==> config.mk <==
export PLATFORM = sky130hd
export DESIGN_NAME = aog_regs
export DESIGN_NICKNAME = d
export VERILOG_FILES = /design/src/rtl/aog_pkg.sv /design/src/rtl/aog_corr_if.sv /design/src/rtl/aog_corr_add.sv /design/src/rtl/aog_regs.sv
export SDC_FILE = /design/constraint.sdc
export NUM_CORES = 2
export LEC_CHECK = 0
export ABC_AREA = 0
export BUFFER_PORTS_ARGS = -buffer_cell sky130_fd_sc_hd__buf_2
export CAP_MARGIN = 0
export CELL_PAD_IN_SITES_DETAIL_PLACEMENT = 0
export CELL_PAD_IN_SITES_GLOBAL_PLACEMENT = 1
export CORE_MARGIN = 10
export CORE_UTILIZATION = 52
export DETAILED_ROUTE_END_ITERATION = 8
export GPL_TIMING_DRIVEN = 1
export PLACE_DENSITY_LB_ADDON = 0.15
export RECOVER_POWER = 50
export SYNTH_ARGS = -nofsm -noshare
export SYNTH_HDL_FRONTEND = slang
export SYNTH_HIERARCHICAL = 1
export SYNTH_SLANG_ARGS = --single-unit
==> constraint.sdc <==
create_clock -name clk_i -period 4.7 [get_ports clk_i]
set_input_delay 0.705 -clock clk_i [delete_from_list [all_inputs] [get_ports clk_i]]
set_output_delay 0.705 -clock clk_i [all_outputs]
set_load 0.03 [all_outputs]
==> src/rtl/aog_pkg.sv <==
// Constants and types for the axis correction, spare byte and buffer setup slice.
// Assumes an 8-bit register port and all sample logic on the system clock.
package aog_pkg;
    // Register offsets
    localparam logic [7:0] ADDR_X_CORR    = 8'h38;
    localparam logic [7:0] ADDR_Y_CORR    = 8'h39;
    localparam logic [7:0] ADDR_Z_CORR    = 8'h3a;
    localparam logic [7:0] ADDR_SPARE0    = 8'h3b;
    localparam logic [7:0] ADDR_SPARE1    = 8'h3c;
    localparam logic [7:0] ADDR_BUF_SETUP = 8'h3e;
    // Reset values
    localparam logic [7:0] CORR_RESET  = 8'h00;
    localparam logic [7:0] SPARE_RESET = 8'h00;
    localparam logic [7:0] SETUP_RESET = 8'h00;
    // Buffer setup field positions
    localparam int MODE_LSB = 6;
    localparam int SEL_LSB  = 0;
    // Buffer modes
    localparam logic [1:0] MODE_BYPASS = 2'h0;
    localparam logic [1:0] MODE_FIFO   = 2'h1;
    localparam logic [1:0] MODE_STREAM = 2'h2;
    // Axis selections
    localparam logic [1:0] SEL_XYZ = 2'h0;
    localparam logic [1:0] SEL_X   = 2'h1;
    localparam logic [1:0] SEL_Y   = 2'h2;
    localparam logic [1:0] SEL_Z   = 2'h3;
    // Sizes
    localparam int DATA_W    = 12;
    localparam int AXES      = 3;
    localparam int BUF_DEPTH = 32;
    localparam int NVM_BYTES = 5;
    localparam int SPARES    = 2;
    // Image byte of the first spare byte, corrections sit below it
    localparam int NVM_IDX_SPARE = 3;
    // One step is 1/128 g; in the 2 g range that is 8 LSB, a shift of 3
    localparam logic [1:0] SHIFT_AT_2G = 2'h3;
    // Output word limits
    localparam int SAMPLE_MAX = 2 ** (DATA_W - 1) - 1;
    localparam int SAMPLE_MIN = -(2 ** (DATA_W - 1));
    // Sample types
    typedef logic signed [DATA_W-1:0] aog_sample_t;
    typedef aog_sample_t [AXES-1:0] aog_axes_t;
endpackage : aog_pkg

==> src/rtl/aog_corr_if.sv <==
// Carrier between the register slice and the correction adder.
// Assumes both ends run on the same clock.
`timescale 1ns/1ps
interface aog_corr_if;
    import aog_pkg::*;
    logic [AXES-1:0][7:0] offset;    // Correction per axis
    logic [1:0]           range;     // Active g-range code
    logic                 in_valid;  // New sample set
    aog_axes_t            raw_in;    // Unfiltered samples
    aog_axes_t            filt_in;   // Filtered samples
    logic                 out_valid; // Corrected set ready
    aog_axes_t            raw_out;   // Corrected unfiltered
    aog_axes_t            filt_out;  // Corrected filtered
    modport ctrl  (output offset, range, in_valid, raw_in, filt_in,
                   input  out_valid, raw_out, filt_out);
    modport adder (input  offset, range, in_valid, raw_in, filt_in,
                   output out_valid, raw_out, filt_out);
endinterface : aog_corr_if

==> src/rtl/aog_corr_add.sv <==
// Correction adder: adds the scaled per-axis correction to both sample sets.
// Assumes the controlling end holds offsets and range steady per sample.
`timescale 1ns/1ps
module aog_corr_add (
    // Clock and reset
    input wire logic clk_i,
    input wire logic rstn_i,
    // Sample path
    aog_corr_if.adder cif
);
    import aog_pkg::*;

    ////////////////////////////////////////////////////////////////////////
    // Scaled, saturating sum of one sample and one correction
    function automatic aog_sample_t corr_sum(input aog_sample_t smp,
                                             input logic [7:0]  off,
                                             input logic [1:0]  rng);
        logic signed [DATA_W+1:0] step;
        logic signed [DATA_W+1:0] wide;
        // step scaled to range
        step = (DATA_W+2)'($signed(off)) <<< (SHIFT_AT_2G - rng);
        wide = (DATA_W+2)'($signed(smp)) + step;
        // clamp not wrap
        if (wide > (DATA_W+2)'(SAMPLE_MAX)) begin
            corr_sum = DATA_W'(SAMPLE_MAX);
        end else if (wide < (DATA_W+2)'(SAMPLE_MIN)) begin
            corr_sum = DATA_W'(SAMPLE_MIN);
        end else begin
            corr_sum = DATA_W'(wide);
        end
    endfunction : corr_sum

    ////////////////////////////////////////////////////////////////////////
    // Corrected outputs, one cycle after the input set
    always_ff @(posedge clk_i) begin
        if (!rstn_i) begin
            cif.out_valid <= 1'b0;
            cif.raw_out   <= '0;
            cif.filt_out  <= '0;
        end else begin
            cif.out_valid <= cif.in_valid;
            if (cif.in_valid) begin
                for (int a = 0; a < AXES; a++) begin
                    // both sets corrected
                    cif.raw_out[a]  <= corr_sum(cif.raw_in[a], cif.offset[a], cif.range);
                    cif.filt_out[a] <= corr_sum(cif.filt_in[a], cif.offset[a], cif.range);
                end
            end
        end
    end
endmodule : aog_corr_add

==> src/rtl/aog_regs.sv <==
// Behaviour
// Add x correction to filtered and raw x
// Add y correction to filtered and raw y
// Add z correction to filtered and raw z
// Correction is signed, 127 near 1 g
// Correction step weight independent of range
// Reload corrections from image after resets
// Host writes or compensation run sets corrections
// Corrections offered to image programming
// Two spare bytes, reset zero, no effect
// Spare bytes programmable and reloaded
// Setup write empties buffer, clears full
// Bypass holds one frame, newest replaces
// Fifo mode stops at 32 frames
// Stream mode drops oldest when full
// Host never programs mode three
// Axis select picks stored axes
// Clear bit zeroes all three corrections
// Reload copies image; host waits ready
// Sum saturates instead of wrapping
// Reserved setup bits stored, not acted on
//
// Top of the register slice: corrections, spare bytes, buffer setup and buffer.
// Assumes the serial interface, image store and compensation engine share clk_i.
`timescale 1ns/1ps
module aog_regs #(
    parameter int DEPTH = aog_pkg::BUF_DEPTH  // Buffer frames
) (
    // Clock and reset
    input  wire logic                                clk_i,
    input  wire logic                                rstn_i,
    // Register port
    input  wire logic [7:0]                          reg_addr_i,
    input  wire logic [7:0]                          reg_wdata_i,
    input  wire logic                                reg_wr_i,
    input  wire logic                                reg_rd_i,
    output logic      [7:0]                          reg_rdata_o,
    // Image store
    input  wire logic [aog_pkg::NVM_BYTES-1:0][7:0]  nvm_image_i,
    input  wire logic                                soft_reset_i,
    input  wire logic                                nvm_load_i,
    output logic                                     nvm_rdy_o,
    output logic      [aog_pkg::NVM_BYTES-1:0][7:0]  nvm_image_o,
    // Compensation engine
    input  wire logic                                offset_clear_i,
    input  wire logic [1:0]                          foc_axis_i,
    input  wire logic [7:0]                          foc_value_i,
    // Samples
    input  wire logic [1:0]                          range_i,
    input  wire logic                                smp_valid_i,
    input  wire aog_pkg::aog_axes_t                  raw_i,
    input  wire aog_pkg::aog_axes_t                  filt_i,
    output logic                                     corr_valid_o,
    output aog_pkg::aog_axes_t                       raw_corr_o,
    output aog_pkg::aog_axes_t                       filt_corr_o,
    // Buffer read side
    input  wire logic                                buf_pop_i,
    output aog_pkg::aog_axes_t                       buf_data_o,
    output logic      [$clog2(DEPTH):0]              buf_level_o,
    output logic                                     buf_full_o
);
    import aog_pkg::*;

    localparam int PW = $clog2(DEPTH);  // Pointer width

    ////////////////////////////////////////////////////////////////////////
    // Declarations
    typedef enum logic {LD_IDLE, LD_COPY} aog_load_e;

    aog_load_e              ld_state;    // Image loader state
    aog_load_e              next_ld;     // Loader next state
    logic [AXES-1:0][7:0]   corr;        // Axis corrections
    logic [SPARES-1:0][7:0] spare;       // Spare bytes
    logic [7:0]             setup;       // Buffer setup
    logic [1:0]             buf_mode;    // Mode field
    logic [1:0]             buf_sel;     // Axis select field
    logic                   setup_wr;    // Setup written this cycle
    logic                   copy_now;    // Image copied this cycle
    aog_axes_t              mem [DEPTH]; // Frame storage
    logic [PW-1:0]          wr_ptr;      // Write pointer
    logic [PW-1:0]          rd_ptr;      // Read pointer
    logic [PW:0]            count;       // Frames held
    logic [PW:0]            next_count;  // Count after this cycle
    logic                   push;        // Corrected frame arrives
    logic                   pop_ok;      // Pop of a held frame
    logic                   store_en;    // Frame is stored
    logic                   drop_old;    // Oldest frame discarded
    logic                   rd_adv;      // Read pointer moves
    aog_axes_t              entry;       // Frame as stored

    aog_corr_if cif ();  // Link to the adder

    ////////////////////////////////////////////////////////////////////////
    // Helpers
    // Write strobe that hits one address
    function automatic logic wr_hit(input logic       wr,
                                    input logic [7:0] addr,
                                    input logic [7:0] at);
        wr_hit = wr && (addr == at);
    endfunction : wr_hit

    // Shape a frame for the selected axes; single axis sits in slot 0
    function automatic aog_axes_t shape(input aog_axes_t f, input logic [1:0] sel);
        shape = '0;
        case (sel)
            SEL_XYZ: shape    = f;
            SEL_X:   shape[0] = f[0];
            SEL_Y:   shape[0] = f[1];
            SEL_Z:   shape[0] = f[2];
            default: shape    = f;
        endcase
    endfunction : shape

    ////////////////////////////////////////////////////////////////////////
    // Image loader: a copy after reset release, soft reset or load trigger
    always_comb begin
        next_ld = ld_state;
        case (ld_state)
            // Idle until a reload cause
            LD_IDLE: begin
                if (soft_reset_i || nvm_load_i) begin
                    next_ld = LD_COPY;
                end
            end
            // One copy cycle, again if a new cause is pending
            LD_COPY: begin
                if (!(soft_reset_i || nvm_load_i)) begin
                    next_ld = LD_IDLE;
                end
            end
            default: next_ld = LD_IDLE;
        endcase
    end

    // reload after reset
    always_ff @(posedge clk_i) begin
        if (!rstn_i) begin
            ld_state  <= LD_COPY;
            nvm_rdy_o <= 1'b0;
        end else begin
            ld_state  <= next_ld;
            // ready when idle
            nvm_rdy_o <= (next_ld == LD_IDLE);
        end
    end

    assign copy_now = (ld_state == LD_COPY);

    ////////////////////////////////////////////////////////////////////////
    // Corrections: copy beats clear, clear beats compensation, then host
    always_ff @(posedge clk_i) begin
        if (!rstn_i) begin
            corr <= {AXES{CORR_RESET}};
        end else begin
            for (int a = 0; a < AXES; a++) begin
                if (copy_now) begin
                    // image restore
                    corr[a] <= nvm_image_i[a];
                end else if (offset_clear_i) begin
                    // zero corrections
                    corr[a] <= CORR_RESET;
                end else if (foc_axis_i == 2'(a + 1)) begin
                    // compensation result
                    corr[a] <= foc_value_i;
                end else if (wr_hit(reg_wr_i, reg_addr_i, ADDR_X_CORR + 8'(a))) begin
                    // host write
                    corr[a] <= reg_wdata_i;
                end
            end
        end
    end

    ////////////////////////////////////////////////////////////////////////
    // Spare bytes: storage only, read by the host and copied to the image output
    always_ff @(posedge clk_i) begin
        if (!rstn_i) begin
            spare <= {SPARES{SPARE_RESET}};
        end else begin
            for (int s = 0; s < SPARES; s++) begin
                if (copy_now) begin
                    // image restore
                    spare[s] <= nvm_image_i[NVM_IDX_SPARE + s];
                end else if (wr_hit(reg_wr_i, reg_addr_i, ADDR_SPARE0 + 8'(s))) begin
                    // plain storage
                    spare[s] <= reg_wdata_i;
                end
            end
        end
    end

    ////////////////////////////////////////////////////////////////////////
    // Buffer setup; reserved bits are kept as written
    assign setup_wr = wr_hit(reg_wr_i, reg_addr_i, ADDR_BUF_SETUP);
    assign buf_mode = setup[MODE_LSB +: 2];
    assign buf_sel  = setup[SEL_LSB +: 2];

    // store all bits
    always_ff @(posedge clk_i) begin
        if (!rstn_i) begin
            setup <= SETUP_RESET;
        end else if (setup_wr) begin
            setup <= reg_wdata_i;
        end
    end

    ////////////////////////////////////////////////////////////////////////
    // Read data, one cycle after the read strobe; unmapped reads zero
    always_ff @(posedge clk_i) begin
        if (!rstn_i) begin
            reg_rdata_o <= 8'h00;
        end else if (reg_rd_i) begin
            case (reg_addr_i)
                ADDR_X_CORR:    reg_rdata_o <= corr[0];
                ADDR_Y_CORR:    reg_rdata_o <= corr[1];
                ADDR_Z_CORR:    reg_rdata_o <= corr[2];
                ADDR_SPARE0:    reg_rdata_o <= spare[0];
                ADDR_SPARE1:    reg_rdata_o <= spare[1];
                ADDR_BUF_SETUP: reg_rdata_o <= setup;
                default:        reg_rdata_o <= 8'h00;
            endcase
        end
    end

    ////////////////////////////////////////////////////////////////////////
    // image offered for programming
    always_ff @(posedge clk_i) begin
        if (!rstn_i) begin
            nvm_image_o <= '0;
        end else begin
            nvm_image_o <= {spare, corr};
        end
    end

    ////////////////////////////////////////////////////////////////////////
    // Correction adder
    assign cif.offset   = corr;
    assign cif.range    = range_i;
    assign cif.in_valid = smp_valid_i;
    assign cif.raw_in   = raw_i;
    assign cif.filt_in  = filt_i;

    aog_corr_add u_add (
        .clk_i  (clk_i),
        .rstn_i (rstn_i),
        .cif    (cif.adder)
    );

    assign corr_valid_o = cif.out_valid;
    assign raw_corr_o   = cif.raw_out;
    assign filt_corr_o  = cif.filt_out;

    ////////////////////////////////////////////////////////////////////////
    // Buffer policy per mode; mode three stores nothing
    assign push   = cif.out_valid;
    assign pop_ok = buf_pop_i && (count != '0);
    assign entry  = shape(cif.filt_out, buf_sel);

    always_comb begin
        store_en = 1'b0;
        drop_old = 1'b0;
        case (buf_mode)
            // newest replaces
            MODE_BYPASS: begin
                store_en = push;
                drop_old = push && (count != '0) && !pop_ok;
            end
            // stop when full
            MODE_FIFO: begin
                store_en = push && (count != (PW+1)'(DEPTH));
            end
            // drop oldest
            MODE_STREAM: begin
                store_en = push;
                drop_old = push && (count == (PW+1)'(DEPTH)) && !pop_ok;
            end
            default: store_en = 1'b0;
        endcase
    end

    assign rd_adv     = pop_ok || drop_old;
    assign next_count = count + (PW+1)'(store_en) - (PW+1)'(rd_adv);

    // setup write flushes
    always_ff @(posedge clk_i) begin
        if (!rstn_i || setup_wr) begin
            wr_ptr      <= '0;
            rd_ptr      <= '0;
            count       <= '0;
            buf_level_o <= '0;
            buf_full_o  <= 1'b0;
        end else begin
            if (store_en) begin
                wr_ptr <= wr_ptr + 1'b1;
            end
            if (rd_adv) begin
                rd_ptr <= rd_ptr + 1'b1;
            end
            count       <= next_count;
            buf_level_o <= next_count;
            buf_full_o  <= (next_count == (PW+1)'(DEPTH));
        end
    end

    // selected axes stored
    always_ff @(posedge clk_i) begin
        if (store_en) begin
            mem[wr_ptr] <= entry;
        end
    end

    // Oldest frame, shown one cycle after the pointer settles
    always_ff @(posedge clk_i) begin
        if (!rstn_i) begin
            buf_data_o <= '0;
        end else begin
            buf_data_o <= mem[rd_ptr];
        end
    end
endmodule : aog_regs

Yosys cells after proc, flatten, opt, wreduce, memory -nomap -nowiden

Memory sizes are Yosys's and may differ from the RTL's. A register that Yosys moved wholly into a read port is not among the register bits.
Cells that the tools add are included.

Register bits after elaboration: 188
Memory bits (writable): 1152
Input port bits: 149
Output and inout port bits: 165
Memories kept: 1

Add/sub/neg operators: 11
Magnitude comparators: 12
Eq/ne operators: 17
Shifts and indexed selects: 3
Muxes and demuxes: 36
Bitwise operators: 1
Reduce and logical (&&, ||, !) cells: 28

Memories:

| name | depth | bits a word | rd ports | clocked after memory_dff | write ports | line           | source |
|---|---|---|---|---|---|---|---|
| mem  | 32    | 36          | 1        | 1                        | 1           | aog_regs.sv:79 | `aog_axes_t mem [DEPTH];` |

Operator list:

| operator               | count |
|---|---|
| $mux W12               | 12 |
| $mux W8                | 16 |
| $add A12 B14 Y14       | 6 |
| $gt A14 B12 Y1 const B | 6 |
| $lt A14 B12 Y1 const B | 6 |
| $eq A8 B6 Y1 const B   | 6 |
| $pmux W8 S6            | 1 |
| $sshl A8 B2 Y14        | 3 |
| $pmux W12 S3           | 1 |
| $mux W24               | 1 |
| $eq A6 B6 Y1 const B   | 2 |
| $logic_and A1 B1 Y1    | 12 |
| $reduce_bool A4 Y1     | 3 |
| $add A5 B1 Y5 const B  | 2 |
| $eq A2 B2 Y1 const B   | 5 |
| $add A6 B1 Y6          | 1 |
| $eq A2 B1 Y1 const B   | 3 |
| $ne A6 B6 Y1 const B   | 1 |
| $reduce_bool A6 Y1     | 1 |
| $sub A6 B1 Y6          | 1 |
| $logic_not A2 Y1       | 2 |
| $pmux W1 S2            | 2 |
| $reduce_bool A2 Y1     | 2 |
| $reduce_or A2 Y1       | 2 |
| 5 further kinds        | 11 |

Logic depth before layout (Yosys ltp)

Word-level depth: 8
Gate-level depth with buffers: 16

Cells and area by module

Netlist, hierarchy kept.

By module, submodules not included:

| module       | instances | cells an instance | area each (sq um) | sequential area each (sq um) |
|---|---|---|---|---|
| aog_regs     | 1         | 2703              | 50701.1           | 37616.1 |
| aog_corr_add | 1         | 902               | 7083.0            | 1461.4 |

Least setup slack after synthesis

OpenSTA, ideal clock, no wires.

Kind: input -> register
Start: input range_i[1]
End: register u_add.cif.raw_out[0]
Library setup time: 0.117 ns
Arrival: 4.044 ns
Required time: 4.583 ns
Slack: 0.539 ns
Stages: 16
Buffers on the path: 6
Path through: buf_2 buf_2 buf_1 clkbuf_1 mux2i_1 mux2i_1 ha_1 clkbuf_1 a21o_1 a31o_2 a311o_1 or3_1 o211a_1 buf_2 a22oi_1 nand2_1

Longest elaborated chain between the ends: 6
Elaborated cells on any way between the ends: 7
Classes of those cells: add/sub: 2; order compare: 2; shift: 1; mux: 2

Ends and longest elaborated chain:

| item                          | line               | source |
|---|---|---|
| start, declared               | aog_regs.sv:49     | `input wire logic [1:0] range_i,` |
| $sub A2 B2 Y2 (*)             | aog_corr_add.sv:21 | `step = (DATA_W+2)'($signed(off)) <<< (SHIFT_AT_2G - rng);` |
| $sshl A8 B2 Y14 (*)           | aog_corr_add.sv:21 |  |
| $add A12 B14 Y14 (*)          | aog_corr_add.sv:22 | `wide = (DATA_W+2)'($signed(smp)) + step;` |
| $lt A14 B12 Y1                | aog_corr_add.sv:26 | `end else if (wide < (DATA_W+2)'(SAMPLE_MIN)) begin` |
| $mux W12                      | aog_corr_add.sv:26 |  |
| $mux W12 (*)                  | aog_corr_add.sv:24 | `if (wide > (DATA_W+2)'(SAMPLE_MAX)) begin` |
| end signal, assigned by index | aog_corr_add.sv:45 | `cif.raw_out[a] <= corr_sum(cif.raw_in[a], cif.offset[a], cif.range);` |
| end, declared                 | aog_corr_if.sv:17  | `output out_valid, raw_out, filt_out);` |

Mark *: on every way between the ends. The rest lies on a longest branch, timed or not.
A chain may end at the register's enable or synchronous reset.

Worst setup path in the final report

Start: input rstn_i
End: register buf_data_o[27] in the netlist's numbering, read port of mem

Longest elaborated chain between the ends: 1

Ends and longest elaborated chain:

| item                       | line           | source |
|---|---|---|
| start, declared            | aog_regs.sv:31 | `input wire logic rstn_i,` |
| $logic_not A1 Y1 (no line) | -              |  |
| end, declared              | aog_regs.sv:58 | `output aog_pkg::aog_axes_t buf_data_o,` |

No other way between the ends.

==> impl_results.md <==
* Main synth FF type: edfxtp_1
* Largest net degree at the start of global routing at 74
* Syn_nets at 3841
* Die Y at 353.4 um
* Crit. Startpoint: rstn_i
* Most common cell after layout, fill and taps aside: edfxtp_1
* CP endpoint: buf_data_o[27]$_SDFF_PN0_
* TritonCTS buffer count at 141
* Leak Pwr at 21.96 nW
* Register area at 0.03909 mm2
* Average wire per standard cell at 29.18 um
* Cells after Synth at 3605
* DRC violations left at 0
* Post-synthesis sequential area ratio at 0.6763
* Longest Clk Path Bufs at 3
* WL met2 at 77150 um
* RSZ-0062 raised after global routing: no
* GRT Total Usage at 0.2564
* Ys async rst share at 0
* Status: finished with violations
* Layout Cells excl Fill at 5554
* GRT overflow at 0
* Area of the multi-input gates at 0.01780 mm2
* H-tree depth at 4
* Core ar. at 0.1105 mm2
* Max Freq at 0.2552 GHz
* Uppermost routed layer: met5
* Starting density of the core at 0.5229
* DP Cell Count at 5285
* DRT antenna net count at 0
* First-pass GRT wire length at 237600 um
* Worst-Skew Late Latency at 760 ps
* Sum Neg Setup Slack at 0 ps
* EDFF count, synth at 1152
* Power Total at 32.85 mW
* WL met3 at 13560 um
* Failing checks: max-capacitance violations, max-slew violations
* Yosys reg bits at 1376
* 1st-iter DRT viols at 3347
* Startpoint types: input port
* CTS tree: yes
* Hold buffers post-CTS at 0
* Layout Nets at 4176
* Via density at 6.212
* Layout Skew at 29.13 ps
* Cell depth of the worst flop-to-flop path at 3
* Synth Area per Inst at 16.03 um2
* HPWL Detailed at 100600 um
* CP Capture Type: flip-flop
* CTS root buffer: clkbuf_16
* Reg-to-Reg End: mem[9][24]$_DFFE_PP_
* Antenna violations before repair at 13
* CP Data Arrival Time at 4560 ps
* Least-Margin Pin Slew at 2153 ps
* Die X at 353.4 um
* Synth-to-layout area growth at 13.97%
* Site row count at 122
* Reg2reg setup slack at 830 ps
* Fraction of layout cells with a size suffix above 1 at 0.1835
* Post-CTS setup buffer count at 0
* Vias in the first global route at 34620
* Mapped Area at 0.05778 mm2
* Worst min-delay path class: input port to flip-flop
* CP required at 5340 ps
* Drt total wl at 162100 um
* Max_cap viols at 19
* Num ports at 314
* Pwr dens at 498.9 mW/mm2
* Drt pass-1 iters at 5
* Max_slew headroom at -0.4355
* Resized cells post-CTS at 0
* Port buffer count at 313
* Worst-path maximum fanout at 34
* Library cells used by synthesis at 96
* Final hold vios at 0
* Fin crit share at 0.8337
* CTS clock-pin slew for the worst setup and hold paths at 60 ps
* Gpl congestion at 0.8941
* Num Clock Sinks at 1376
* Most frequent cells in the layout: edfxtp_1, mux2i_1, dfxtp_1, mux4_2, clkbuf_1
* Vias at 34500
* Fillcell total at 8586
* Final setup fails at 0
* Worst hold start: soft_reset_i
* Synth Warn # at 6
* Max Slew Vio Count at 620
* Max VDD drop at 0.3938 mV
* Reg2Reg Launch Point: setup[0]$_SDFFE_PN0P_
* Min cycle time layout at 3919 ps
* WS Path Type: input port to flip-flop
* Die Area at 0.1249 mm2
* WL met1 at 66480 um
state kept, by name, indices dropped and copies added (netlist names), 8 cells and up:
signal,flops
reg_rdata_o,8
buf_data_o,36
setup,8
u_add/cif.raw_out,36
spare,16
nvm_image_o,40
u_add/cif.filt_out,36
mem,1152
cif.offset,24
worst min path at each step:
stage / to / slack (ps) / depth (start not counted)
after floorplan: nvm_image_o[29]$_SDFF_PN0_ / 450 / 1
after global placement: u_add/cif.raw_out[8]$_SDFFE_PN0P_ / 440 / 2
after detailed placement: u_add/cif.raw_out[24]$_SDFFE_PN0P_ / 440 / 2
after CTS: copy_now$_SDFF_PN1_ / 110 / 3
after global routing: copy_now$_SDFF_PN1_ / 170 / 3
final: copy_now$_SDFF_PN1_ / 170 / 3
layer usage:
layer | up-vias | global-route usage
met3 | 271 | 0.05519
met4 | 20 | 0.07744
met5 | - | 0
li1 | 15050 | -
met1 | 17730 | 0.3493
met2 | 1433 | 0.4129
Yosys cell counts, types with 7 or more instances:
cell / number / area, um2
nor2_1: 159 / 596.8
o211a_1: 11 / 110.1
edfxtp_1: 1152 / 34590
buf_4: 28 / 210.2
nand4_1: 9 / 56.30
a2bb2oi_1: 8 / 70.07
mux2i_1: 267 / 2673
dfxtp_1: 224 / 4484
buf_6: 8 / 90.09
and2_1: 73 / 456.7
a21o_1: 28 / 210.2
nor2b_1: 122 / 763.2
mux4_2: 216 / 4865
a211oi_1: 46 / 345.3
o31a_1: 37 / 324.1
a21boi_0: 7 / 52.55
a221oi_1: 38 / 332.8
a22oi_1: 30 / 225.2
o211ai_1: 10 / 75.07
buf_1: 23 / 86.33
a22o_1: 44 / 385.4
o21a_1: 12 / 90.09
nand3_1: 23 / 115.1
nor4_1: 40 / 250.2
o21ai_0: 160 / 800.8
o22ai_1: 7 / 43.79
or3_1: 10 / 62.56
and3_1: 13 / 81.33
xor2_1: 14 / 122.6
a221o_1: 8 / 80.08
ha_1: 86 / 1076
o21bai_1: 10 / 75.07
xnor2_1: 43 / 376.6
buf_2: 39 / 195.2
clkbuf_1: 116 / 435.4
a31oi_1: 16 / 100.1
nor3_1: 7 / 35.03
mux2_2: 11 / 123.9
a2111oi_0: 36 / 315.3
nand2_1: 129 / 484.2
inv_1: 35 / 131.4
nand2b_1: 13 / 81.33
a21oi_1: 132 / 660.6
metrics by stage:
| step | cell area, um2 | util | setup slack [ps] | hold WS, ps |
|---|---|---|---|---|
| 2_1_floorplan | 57780 | - | 538.6 | 446.2 |
| 3_3_place_gp | 61460 | 0.5561 | 546.0 | 438.4 |
| 3_5_place_dp | 61460 | 0.5561 | 511.8 | 442.8 |
| 4_1_cts | 66150 | 0.5986 | 944.7 | 113.4 |
| 5_1_grt | 65850 | 0.5958 | 396.9 | 169.2 |
| 6_report | 65860 | 0.5959 | 781.4 | 169.8 |
kinds of logic after synthesis:
kind of cell               after synthesis  share of synthesized area
adders and majority gates               87                    0.01897
buffers and inverters                  252                    0.02012
and+or+nand+nor                        633                    0.05710
DFF                                   1376                     0.6763
muxes                                  497                     0.1334
AOI/OAI and AO/OA                      703                    0.08555
xor gates and xnor gates                57                   0.008640
area by class of cell:
class / instances / area share
sequential: 1376 / 0.5936
multi-input combinational: 1977 / 0.2703
clock buffer: 192 / 0.05886
timing repair buffer: 408 / 0.03427
tap: 1488 / 0.02827
clock inverter: 70 / 0.01235
inverter: 36 / 0.002052
antenna: 7 / 0.0002660
worst max-delay path, cell delays in order:
cell	delay [ps]
clkbuf_1	1390
nand2b_1	1140
buf_4	580
nor4_1	370
o31a_1	330
power by group:
group	internal, mW	switching (mW)	total [mW]	leakage, nW
registers	13.9	0.488	14.4	12.4
clock network	6.61	4.69	11.3	2.27
logic	2.94	4.19	7.12	7.27
Note: power is estimated with default switching activity, not from simulation.
